<file path="src/rtl/sdbc_pkg.sv">
// Package for the storage discharge and isolation switch control block
package sdbc_pkg;
    // Register offsets
    localparam logic [7:0] SDBC_REG_DISCHARGE_CONFIG = 8'h2A;
    localparam logic [7:0] SDBC_REG_ISO_OPTIONS = 8'h34;
    localparam logic [7:0] SDBC_REG_DIS_SW_CONTROL = 8'hEB;
    // Field positions
    localparam int SDBC_BIT_AUTO_SINK = 4;
    localparam int SDBC_BIT_RETRY_ONCE = 0;
    localparam int SDBC_BIT_MANUAL = 1;
    localparam int SDBC_BIT_SWITCH_ON = 0;
    localparam int SDBC_BIT_DISCHARGE_ALL = 1;
    localparam int SDBC_BIT_GPIO_DIS_EN = 2;
    localparam int SDBC_BIT_DONE = 3;
    // Reset values
    localparam logic [7:0] SDBC_RST_DISCHARGE_CONFIG = 8'h00;
    localparam logic [7:0] SDBC_RST_ISO_OPTIONS = 8'h00;
    localparam logic [7:0] SDBC_RST_DIS_SW_CONTROL = 8'h00;
    // Timebase: one tick per millisecond at 250 MHz
    localparam int SDBC_CLK_KHZ = 250000;
    localparam int SDBC_TICK_MS = 1;
    localparam int SDBC_TICK_CYCLES = SDBC_CLK_KHZ * SDBC_TICK_MS;
    localparam int SDBC_RETRY_MS = 250;
    localparam int SDBC_RETRY_TICKS = SDBC_RETRY_MS / SDBC_TICK_MS;
    // Threshold base in tenths of a percent
    localparam logic [9:0] SDBC_PG_BASE_LO = 10'h389;
    localparam logic [9:0] SDBC_PG_BASE_HI = 10'h3B1;
    localparam logic [9:0] SDBC_PG_STEP = 10'h005;

    typedef enum {
        SDBC_POR, SDBC_SOFT, SDBC_ON, SDBC_HICCUP, SDBC_SUPP,
        SDBC_SUPP_DIS, SDBC_DIS_STOP, SDBC_DIS_OPEN, SDBC_DIS_SINK,
        SDBC_FORCED
    } sdbc_state_t;

    // Power stage enables grouped together
    typedef struct packed {
        logic efuse_on;
        logic buck_on;
        logic boost_on;
        logic isolation_switch_on;
        logic rail_sink_on;
        logic soft_current;
        logic limit_2a;
    } sdbc_drive_t;

    // Analog comparator results
    typedef struct packed {
        logic vin_ok;
        logic bus_ok;
        logic str_ok;
        logic power_fail;
        logic switch_settled;
        logic storage_at_vin;
        logic overcurrent;
        logic sink_below_10ma;
        logic forced_shutdown;
    } sdbc_sense_t;
endpackage

</file>
<file path="src/rtl/sdbc_core.sv">
// Storage discharge sequencer and isolation switch controller
`timescale 1ns/1ps
// Operation
// - Storage good only above programmed fraction
// - Threshold field decodes 90.5 or 94.5 base
// - Auto sink on entering reset state
// - Software write starts discharge, bit self-clears
// - Low pin starts discharge when enabled
// - Discharge opens eFuse and stops buck and boost
// - Stop buck, then boost and switch, then sink
// - Done bit set below ten milliamp
// - After discharge clear bit, reset, restart
// - Discharge ignores input recovery until done
// - Sinks only with auto enable; stages off
// - Forced off latches; discharge exits on rails
// - Soft start charges until switch settled
// - Then switch fully on, 2A limit
// - 250ms timeout, 250ms off, retry
// - Retry-once option goes to supplement-disable
// - 2A overcurrent trips, flags, retries
// - Hiccup keeps eFuse on, supplement-disable
// - Manual switch control when option set
// - Switch off forces boost off
// - Supplement state enables storage buck
module sdbc_core #(
    parameter int TICK_CYCLES = sdbc_pkg::SDBC_TICK_CYCLES,
    parameter int RETRY_TICKS = sdbc_pkg::SDBC_RETRY_TICKS
) (
    // Clock and reset
    input wire logic clk_sys,
    input wire logic rst,
    // Register port
    input wire logic reg_wr,
    input wire logic [7:0] reg_addr,
    input wire logic [7:0] reg_wdata,
    output logic [7:0] reg_rdata,
    // Analog sense
    input wire sdbc_pkg::sdbc_sense_t sense,
    input wire logic [9:0] storage_pct,
    input wire logic discharge_pin_n,
    // Outputs
    output sdbc_pkg::sdbc_drive_t drive,
    output logic storage_pg,
    output logic split_node_fault,
    output logic interrupt_out_n
);
    import sdbc_pkg::*;

    sdbc_state_t state, next_state;
    logic [7:0] cfg, next_cfg, opt, next_opt;
    logic sw_on, next_sw_on, dis_all, next_dis_all, gpio_en, next_gpio_en;
    logic done, next_done, tried, next_tried, uv_flag, next_uv_flag;
    logic [31:0] tick_cnt, next_tick_cnt;
    logic [15:0] ms_cnt, next_ms_cnt;
    logic tick, start_dis, timeout, sinks_ok;
    logic [9:0] pg_thr;
    sdbc_drive_t next_drive;
    logic next_pg;

    assign pg_thr = (cfg[3] ? SDBC_PG_BASE_HI : SDBC_PG_BASE_LO)
        + SDBC_PG_STEP * {7'h00, cfg[2:0]};
    assign tick = (tick_cnt == 32'(TICK_CYCLES - 1));
    assign timeout = (ms_cnt >= 16'(RETRY_TICKS));
    assign sinks_ok = cfg[SDBC_BIT_AUTO_SINK];
    assign start_dis = dis_all || (gpio_en && !discharge_pin_n);
    assign interrupt_out_n = !uv_flag;

    always_comb begin
        reg_rdata = 8'h00;
        unique case (reg_addr)
            SDBC_REG_DISCHARGE_CONFIG: reg_rdata = cfg;
            SDBC_REG_ISO_OPTIONS: reg_rdata = opt;
            SDBC_REG_DIS_SW_CONTROL: reg_rdata = {4'h0, done, gpio_en,
                dis_all, sw_on};
            default: reg_rdata = 8'h00;
        endcase
    end

    always_comb begin
        next_cfg = cfg;
        next_opt = opt;
        next_sw_on = sw_on;
        next_dis_all = dis_all;
        next_gpio_en = gpio_en;
        next_done = done;
        next_uv_flag = uv_flag;
        next_tried = tried;
        next_state = state;
        next_tick_cnt = tick ? 32'h0 : tick_cnt + 32'h1;
        next_ms_cnt = (tick && !timeout) ? ms_cnt + 16'h1 : ms_cnt;
        if (reg_wr) begin
            if (reg_addr == SDBC_REG_DISCHARGE_CONFIG) next_cfg = reg_wdata;
            if (reg_addr == SDBC_REG_ISO_OPTIONS) next_opt = reg_wdata;
            if (reg_addr == SDBC_REG_DIS_SW_CONTROL) begin
                next_sw_on = reg_wdata[SDBC_BIT_SWITCH_ON];
                if (reg_wdata[SDBC_BIT_DISCHARGE_ALL]) next_dis_all = 1'b1;
                next_gpio_en = reg_wdata[SDBC_BIT_GPIO_DIS_EN];
                if (reg_wdata[SDBC_BIT_DONE]) next_done = 1'b0;
            end
        end
        unique case (state)
            SDBC_POR: begin
                next_ms_cnt = 16'h0;
                if (sense.vin_ok && !start_dis) begin
                    next_state = SDBC_SOFT;
                    next_tried = 1'b0;
                end
            end
            SDBC_SOFT: begin
                if (sense.switch_settled && sense.storage_at_vin) begin
                    next_state = SDBC_ON;
                end else if (timeout) begin
                    next_ms_cnt = 16'h0;
                    next_tried = 1'b1;
                    next_state = opt[SDBC_BIT_RETRY_ONCE] ? SDBC_SUPP_DIS
                        : SDBC_HICCUP;
                end
            end
            SDBC_ON: begin
                if (sense.overcurrent) begin
                    next_uv_flag = 1'b1;
                    next_ms_cnt = 16'h0;
                    next_state = SDBC_HICCUP;
                end else if (sense.power_fail) begin
                    next_state = SDBC_SUPP;
                end
            end
            SDBC_HICCUP: if (timeout) begin
                next_ms_cnt = 16'h0;
                next_state = sense.overcurrent ? SDBC_HICCUP : SDBC_SOFT;
            end
            SDBC_SUPP: if (!sense.vin_ok && !sense.str_ok) begin
                next_state = SDBC_POR;
            end
            SDBC_SUPP_DIS: if (!sense.vin_ok) next_state = SDBC_POR;
            SDBC_DIS_STOP: next_state = SDBC_DIS_OPEN;
            SDBC_DIS_OPEN: next_state = SDBC_DIS_SINK;
            SDBC_DIS_SINK: begin
                if (sense.sink_below_10ma || !sinks_ok) next_done = 1'b1;
                if (!sense.bus_ok && (!sinks_ok || !sense.str_ok)
                    && (next_done || done)) begin
                    next_dis_all = 1'b0;
                    next_state = SDBC_POR;
                end
            end
            SDBC_FORCED: if (!sense.bus_ok && !sense.str_ok && !sense.vin_ok)
                next_state = SDBC_POR;
            default: next_state = SDBC_POR;
        endcase
        if (sense.overcurrent && state == SDBC_SOFT) begin
            next_uv_flag = 1'b1;
            next_ms_cnt = 16'h0;
            next_state = SDBC_HICCUP;
        end
        if (sense.forced_shutdown && state != SDBC_FORCED)
            next_state = SDBC_FORCED;
        else if (start_dis && state inside {SDBC_SOFT, SDBC_ON, SDBC_HICCUP,
            SDBC_SUPP, SDBC_SUPP_DIS})
            next_state = SDBC_DIS_STOP;
        // Register write of 1 clears the latched fault
        if (reg_wr && reg_addr == SDBC_REG_ISO_OPTIONS && reg_wdata[7])
            next_uv_flag = 1'b0;
        if (sense.overcurrent) next_uv_flag = 1'b1;
    end

    always_comb begin
        next_drive = '0;
        unique case (state)
            SDBC_POR: next_drive.rail_sink_on = sinks_ok && !sense.vin_ok;
            SDBC_SOFT: begin
                next_drive.efuse_on = 1'b1;
                next_drive.isolation_switch_on = 1'b1;
                next_drive.soft_current = 1'b1;
            end
            SDBC_ON: begin
                next_drive.efuse_on = 1'b1;
                next_drive.isolation_switch_on = 1'b1;
                next_drive.boost_on = 1'b1;
                next_drive.limit_2a = 1'b1;
            end
            SDBC_HICCUP, SDBC_SUPP_DIS: next_drive.efuse_on = 1'b1;
            SDBC_SUPP: begin
                next_drive.buck_on = 1'b1;
                next_drive.isolation_switch_on = 1'b1;
            end
            SDBC_DIS_STOP: begin
                next_drive.boost_on = drive.boost_on;
                next_drive.isolation_switch_on = drive.isolation_switch_on;
            end
            SDBC_DIS_OPEN: next_drive.isolation_switch_on = 1'b0;
            SDBC_DIS_SINK, SDBC_FORCED: next_drive.rail_sink_on = sinks_ok;
            default: next_drive = '0;
        endcase
        if (opt[SDBC_BIT_MANUAL] && state inside {SDBC_SOFT, SDBC_ON})
            next_drive.isolation_switch_on = sw_on;
        if (!next_drive.isolation_switch_on) next_drive.boost_on = 1'b0;
        next_pg = storage_pct > pg_thr;
    end

    always_ff @(posedge clk_sys) begin
        if (rst) begin
            state <= SDBC_POR;
            cfg <= SDBC_RST_DISCHARGE_CONFIG;
            opt <= SDBC_RST_ISO_OPTIONS;
            {sw_on, dis_all, gpio_en, done} <= 4'h0;
            tried <= 1'b0;
            uv_flag <= 1'b0;
            tick_cnt <= 32'h0;
            ms_cnt <= 16'h0;
            drive <= '0;
            storage_pg <= 1'b0;
            split_node_fault <= 1'b0;
        end else begin
            state <= next_state;
            cfg <= next_cfg;
            opt <= next_opt;
            sw_on <= next_sw_on;
            dis_all <= next_dis_all;
            gpio_en <= next_gpio_en;
            done <= next_done;
            tried <= next_tried;
            uv_flag <= next_uv_flag;
            tick_cnt <= next_tick_cnt;
            ms_cnt <= next_ms_cnt;
            drive <= next_drive;
            storage_pg <= next_pg;
            split_node_fault <= next_uv_flag;
        end
    end
endmodule // sdbc_core

</file>
<file path="config.mk">
export PLATFORM = sky130hd
export DESIGN_NAME = sdbc_core
export DESIGN_NICKNAME = d
export VERILOG_FILES = /design/src/rtl/sdbc_pkg.sv /design/src/rtl/sdbc_core.sv
export SDC_FILE = /design/constraint.sdc
export NUM_CORES = 1
export LEC_CHECK = 0
export ABC_AREA = 1
export BUFFER_PORTS_ARGS = -buffer_cell sky130_fd_sc_hd__buf_2
export CAP_MARGIN = 40
export CORE_MARGIN = 2
export CORE_UTILIZATION = 46
export CTS_CLUSTER_DIAMETER = 120
export DETAILED_ROUTE_END_ITERATION = 10
export PLACE_DENSITY = 0.73
export SKIP_LAST_GASP = 1
export SYNTH_ARGS = -nofsm -noshare
export SYNTH_HDL_FRONTEND = slang
export SYNTH_SLANG_ARGS = --single-unit
</file>
<file path="constraint.sdc">
create_clock -name clk_sys -period 2.3 [get_ports clk_sys]
set_input_delay 0.46 -clock clk_sys [delete_from_list [all_inputs] [get_ports clk_sys]]
set_output_delay 0.46 -clock clk_sys [all_outputs]
set_load 0.03 [all_outputs]
</file>
# Word-level counts from Yosys, hierarchy flattened
# Index checks and enable logic that the tools add are counted.
dict set report word_totals {
  out_inout_bits 18
  regBits 109
  input_bits 39
  wordCells 157
}
dict set report op_classes {
  n_lt_le_gt_ge 2
  n_bitwise 1
  mul 1
  eq_ne 39
  muxes 45
  addsub 3
  n_reduce_logical 46
}
# cell n
set ops {}
lappend ops {{2-to-1 mux 32 bit} 10}
lappend ops {{one-hot mux 32 bit (10 select lines)} 1}
lappend ops {{equality test 32 x 3 -> 1 bit (second input constant)} 4}
lappend ops {{equality test 32 x 2 -> 1 bit (second input constant)} 3}
lappend ops {{equality test 32 x 4 -> 1 bit (second input constant)} 2}
lappend ops {{2-to-1 mux 16 bit} 4}
lappend ops {{one-hot mux 16 bit (4 select lines)} 1}
lappend ops {{adder 32 x 1 -> 32 bit (second input constant)} 1}
lappend ops {{equality test 32 x 1 -> 1 bit (second input constant)} 1}
lappend ops {{equality test 32 x 18 -> 1 bit (second input constant)} 1}
lappend ops {{logical NOT 32 bit} 1}
lappend ops {{inequality test 32 x 5 -> 1 bit (second input constant)} 1}
lappend ops {{inequality test 5 bit (second input constant)} 5}
lappend ops {{one-hot mux 8 bit (3 select lines)} 1}
lappend ops {{AND reduction 8 bit} 3}
lappend ops {{2-to-1 mux 1 bit} 19}
lappend ops {{adder 16 x 1 -> 16 bit (second input constant)} 1}
lappend ops {{equality test 8 x 6 -> 1 bit (second input constant)} 2}
lappend ops {{greater-or-equal comparator 16 x 8 -> 1 bit (second input constant)} 1}
lappend ops {{logical AND 1 bit} 16}
lappend ops {{inequality test 5 x 4 -> 1 bit (second input constant)} 3}
lappend ops {{2-to-1 mux 4 bit} 3}
lappend ops {{inequality test 2 bit (second input constant)} 6}
lappend ops {{inequality test 4 x 3 -> 1 bit (second input constant)} 3}
lappend ops {{other kinds (21)} 44}

# Longest topological paths before layout
# Gate-level depths: netlist (run 1).
dict set report depth {
  ltp_word 12
  ltp_mapped 14
  depth_no_buf 13
}

# Worst setup path after synthesis (run 1)
# No wires, ideal clock.
dict set report synth_timing {
  path_kind {register -> register}
  from {reg cfg[0]}
  to {reg storage_pg}
  setup_ns 0.115
  synth_period_minus_slack_ns 2.452
  arrival_time_ns 2.337
  setup_slack_ns -0.152
  required_time_ns 2.185
  path_buffers 0
  path_stages_with_launch 13
  cell_sequence {dfxtp_1 > ha_1 > ha_1 > ha_1 > ha_1 > nand4_1 > o21ai_0 > xor2_1 > ha_1 > a21oi_1 > o21ai_0 > a21oi_1 > nor3_1}
}
dict set report synth_between {
  elab_chain_cells 3
}
# item line
set synth_rtl {}
lappend synth_rtl {{start, declared} sdbc_core.sv:50} ;# logic [7:0] cfg, next_cfg, opt, next_opt;
lappend synth_rtl {{start signal, assigned} sdbc_core.sv:215} ;# cfg <= next_cfg;
lappend synth_rtl {{multiplier 3 x 3 -> 6 bit} sdbc_core.sv:61} ;# + SDBC_PG_STEP * {7'h00, cfg[2:0]};
lappend synth_rtl {{adder 8 x 7 -> 9 bit} sdbc_core.sv:61}
lappend synth_rtl {{greater-than comparator 10 bit} sdbc_core.sv:197} ;# next_pg = storage_pct > pg_thr;
lappend synth_rtl {{end signal, assigned} sdbc_core.sv:226} ;# storage_pg <= next_pg;
lappend synth_rtl {{end, declared} sdbc_core.sv:43} ;# output logic storage_pg,
# No other way between the ends.
# A chain may end at the register's enable or synchronous reset.

# Final worst setup path (run 1)
# Ends and elaborated chain as after synthesis.

==> out/metrics.yaml, run 1 <==
status: "finished with violations"
violations: "setup timing"
numCtsBuffers: 9
worst_ep_arrival_time_ns: 2.57
ys_types: 41
drt_pass1_iterations: 5
place_inst: 891
clk-insertion-delay-late_ns: 0.37
yosysWarnings: 0
fmax_ghz: 0.4332
vias_per_cell: 5.162
dieArea_um2: 10940
clkTransAtPathRegs_ns: 0.08
seq_area_frac_synth_pct: 34.82
holdBufCountCts: 0
hold_depth: 3
p_per_area_nw_per_um2: 586.6
r2r_cells: 12
synth_cells: 703
syn_avg_cell_area_um2: 6.624
synth_nets: 759
start_util_pct: 47.43
synth_top_area_cell: "dfxtp_1"
worst_setup_path_end_kind: "register"
netlist_top_cells_area: "dfxtp_1, nand2_1, inv_1"
io_pins: 57
worst_pin_slew_ns: 0.4573
regArea_um2: 1624
cts_tree: "done"
rows: 36
fin_skew_ns: 0.01064
routed.top_layer: "met4"
relSlewSlack_pct: 69.44
fill_cells: 998
layout_commonest_cell: "nand2_1"
start_kind: "register"
hp-class: "in -> reg"
clock_tree.buffer_depth: 2
die_w_um: 104.6
io_buffers: 56
utilization_pct: 54.63
route.vias.total: 4682
timing.critical_path.fanout_max: 3
mostFrequentLayoutCells: "nand2_1, inv_1, nor2_1"
n_antenna_cell: 0
fin_crit_ns: 2.308
grt_pass1_vias: 4400
grt_pass1_wl_um: 19120
drc_errors: 0
drt-met1-wl_um: 4995
synth_area_um2: 4657
area_growth_pct: 15.18
track_usage_pct: 21.25
ys_ff_latch: 81
cts-root-buf: "clkbuf_8"
timing.final.crit_share_pct: 100.4
synth_top_area_share_pct: 34.82
peakVddDrop_mv: 0.4755
cts.sinks: 81
layout_setup_ws_ns: -0.008218
routedWlPerCell_um: 12.46
multiInputGateArea_um2: 2621
fin_cells: 907
drt_wl_total_um: 11300
hpwl_um: 8874
core_um2: 9819
gp_congestion: 0.9405
synth-async-reset-ratio_pct: 0
crit_type: "reg -> reg"
drive_gt1_share_pct: 16.54
synth_enable_flop_cells: 0
worstPathRequired_ns: 2.56
grt_overflow: 0
setup_viol: 1
drtIter0Drc: 203
grt_max_degree: 33
cap_violations: 0
slew_viol_final: 0
power_mw: 3.147
fin_tns_setup_ns: -0.008218
hold_viol: 0
dr_wl_met3_um: 692
leakagePower_nw: 2.196
drtAntennaViolNets: 0
wl_met2_um: 5429
ys.flop_type: "dfxtp_1"
finalNetCount: 825
die_y_um: 104.6
rsz0062_at_grt: "true"
antenna_found_initial: 0
htreeDepth: 3
## layer usage
layer | global-route usage [%] | vias up
met5 | 0 | -
met4 | 6.286 | 0
met3 | 5.739 | 20
met2 | 36.93 | 121
met1 | 25.69 | 2133
li1 | - | 2408
## report_power, final
group          leakage [nW]  internal, mW  total, mW  switching [mW]
Combinational          1.45         0.206      0.625           0.418
Clock                0.0933         0.501       1.04           0.535
Sequential            0.656          1.44       1.49          0.0416
## critical path, stage by stage (launching register included)
cell	delay, ns
dfxtp_2	0.34
ha_4	0.16
ha_4	0.15
ha_4	0.21
ha_4	0.27
nand4_1	0.10
o21ai_2	0.14
xor2_1	0.16
ha_1	0.28
a21oi_1	0.13
o21ai_1	0.08
a21oi_1	0.12
nor3_1	0.05
## flip-flops by register name, indices dropped and copies added, names as in the netlist, 4 cells and up
signal / flops
cfg: 8
drive: 7
ms_cnt: 16
opt: 8
state: 4
tick_cnt: 32
## worst paths after layout
path / from / endpoint / slack, ns
hold / removal: storage_pct[8] / storage_pg / 0.35
setup reg to reg: cfg[0] / storage_pg / -0.008
setup / recovery: cfg[0] / storage_pg / -0.008
hold reg to reg: ms_cnt[10] / ms_cnt[10] / 0.44
## cell type report
type,count,share of cell area (%)
clock buffer,11,2.449
clock inverter,5,1.050
inverter,113,7.908
multi-input combinational,500,48.87
sequential,81,30.28
tap,133,3.102
timing repair buffer,64,6.345
## repair_timing
action | in CTS | in global routing
gates resized for setup | 4 | 1
pin swaps | 7 | 0
buffers inserted | 0 | 0
setup endpoints to repair | 1 | 1
## stage by stage
step           worst slack, ns  hold slack [ns]  area [um2]
2_1_floorplan         -0.01170           0.4140        4690
3_3_place_gp          -0.03282           0.4252        5149
3_5_place_dp           -0.1311           0.4260        5149
4_1_cts               -0.02142           0.3382        5360
5_1_grt                -0.1296           0.3634        5364
6_report             -0.008218           0.3479        5364
## Yosys cell counts (3+ instances only)
library cell  count
nor4_1            6
buf_2             5
nand2_1         158
clkbuf_1          3
a21oi_1          54
xnor2_1           4
o211ai_1          3
inv_1           105
inv_2             7
nor2_1           86
dfxtp_1          81
nand2_2           7
nor3_1           27
xor2_1            6
or2_2            10
nand4_1          15
nand3_1          38
o221ai_1          4
o21ai_1           6
o21ai_0          23
nor2_4            3
ha_1             17
o22ai_1           3
nor2_2            6
nand3_2           3
## logic make-up after synthesis
| family | synth area share (%) |
|---|---|
| adders and majority gates | 4.567 |
| DFF | 34.82 |
| buffers and inverters | 10.13 |
| xor gates and xnor gates | 1.881 |
| and+or+nand+nor | 36.30 |
| AOI/OAI and AO/OA | 12.31 |
Note: power is estimated with default switching activity, not from simulation.
==> inputs of run 2 (changes only) <==
--- a/config.mk
+++ b/config.mk
@@ -13,6 +13,7 @@
 export CTS_CLUSTER_DIAMETER = 120
 export DETAILED_ROUTE_END_ITERATION = 10
 export PLACE_DENSITY = 0.73
+export SKIP_CTS_REPAIR_TIMING = 1
 export SKIP_LAST_GASP = 1
 export SYNTH_ARGS = -nofsm -noshare
 export SYNTH_HDL_FRONTEND = slang
==> out/metrics.yaml, run 2 (same netlist as run 1, synthesis figures left out) <==
status: "finished with violations"
violations: "setup timing"
hold_viol: 0
largest_reg_flops: 32
fmax_ghz: 0.4319
hp-class: "in -> reg"
timing.final.crit_share_pct: 100.7
htreeDepth: 3
place_inst: 891
hpwl_um: 8874
grt_pass1_vias: 4404
mostFrequentLayoutCells: "nand2_1, inv_1, nor2_1"
cts_tree: "done"
power.switching_uw: 995.3
fin_tns_setup_ns: -0.01539
grt-busiest-layer: "met2"
die_w_um: 104.6
layout_commonest_cell: "nand2_1"
antenna_found_initial: 0
met1_usage_pct: 25.69
p_sw_share_pct: 31.63
timing.critical_path.fanout_max: 3
power_frac_comb_pct: 19.9
start_util_pct: 47.43
p_per_area_nw_per_um2: 586.7
critical_path_buf_inv_count: 0
cts-root-buf: "clkbuf_8"
core_um2: 9819
cap_violations: 0
drive_gt1_share_pct: 16.54
largest-register: "tick_cnt"
die_y_um: 104.6
grtUsageMet3_pct: 5.739
area_growth_pct: 15.18
track_usage_pct: 21.20
worst_pin_slew_ns: 0.4433
slowest_stage: "dfxtp_2"
slew_viol_final: 0
crit_chain: "ha_4, ha_4, ha_4, ha_4, nand4_1, o21ai_2, xor2_1, ha_1, a21oi_1, o21ai_1, a21oi_1, nor3_1"
worst_setup_path_end_kind: "register"
clock_tree.buffer_depth: 2
dieArea_um2: 10940
seqPwrFrac_pct: 47.2
drt_pass1_iterations: 5
cts.sinks: 81
grt_overflow: 0
finalNetCount: 825
layout_setup_ws_ns: -0.01539
routedWlPerCell_um: 12.43
intPower_mw: 2.152
io_pins: 57
drtIter0Drc: 233
regArea_um2: 1624
grt_pass1_wl_um: 19070
route.vias.total: 4694
n_antenna_cell: 0
critPathMaxStageDelay_ns: 0.34
critPathTopFamily: "adder cells"
clkTransAtPathRegs_ns: 0.08
worst_ep_arrival_time_ns: 2.58
vias_per_cell: 5.175
numCtsBuffers: 9
fill_cells: 999
clk-insertion-delay-late_ns: 0.37
fin_skew_ns: 0.01124
leakagePower_nw: 2.197
dp_slack_ns: -0.1311
largestRegisters: "tick_cnt (32), ms_cnt (16)"
drc_errors: 0
relSlewSlack_pct: 70.18
clockPowerShare_pct: 32.9
rsz0062_at_grt: "true"
multiInputGateArea_um2: 2621
drt_wl_total_um: 11270
cpMostUsedCell: "ha_4"
min_from: "storage_pct[8]"
utilization_pct: 54.63
io_buffers: 56
rows: 36
fin_crit_ns: 2.315
gp_congestion: 0.9405
drtAntennaViolNets: 0
peakVddDrop_mv: 0.4775
critPathLaunch: "cfg[0]"
worstPathRequired_ns: 2.56
fin_cells: 907
crit_type: "reg -> reg"
setup_viol: 1
start_kind: "register"
use_met2_pct: 36.74
r2r-start: "cfg[0]"
grt_max_degree: 33
## run 2: power by group through the flow
stage                     clock, mW  combinational [mW]  sequential (mW)
after global routing           1.11               0.700             1.49
final                          1.03               0.626             1.49
after floorplan                   0               0.438             1.55
after global placement            0               0.611             1.52
after detailed placement          0               0.619             1.52
after CTS                      1.05               0.622             1.49
## run 2: through the flow
step | hold slack (ns) | cell area, um2 | power (mW)
after global placement | 0.4252 | 5149 | 2.126
after detailed placement | 0.4260 | 5149 | 2.137
final | 0.3453 | 5364 | 3.147
after floorplan | 0.4140 | 4690 | 1.986
after global routing | 0.3578 | 5364 | 3.302
after CTS | 0.3382 | 5336 | 3.159
## run 2: worst min-delay path: stages
cell     delay (ns)
buf_2          0.10
nand4_1        0.07
nor3_1         0.04
## run 2: worst paths after layout
check	cells after the start	end	slack (ns)
worst max-delay path	12	storage_pg	-0.02
worst min-delay path	3	storage_pg	0.35
worst max register to register	12	storage_pg	-0.02
worst min register to register	2	ms_cnt[12]	0.44
## run 2: layer usage
metal / wire [um] / vias to the layer above / part of all wire, %
met5: 0 / - / 0
met4: 157 / 0 / 1.4
met3: 626 / 16 / 5.6
met2: 5415 / 124 / 48
met1: 5072 / 2145 / 45
li1: - / 2409 / -
## run 2: area by class of cell
type,instances,area share (%)
Clock inverter,5,1.050
Inverter,113,7.908
Multi-Input combinational cell,500,48.87
Sequential cell,81,30.28
Tap cell,133,3.102
Timing Repair Buffer,64,6.345
Clock buffer,11,2.449
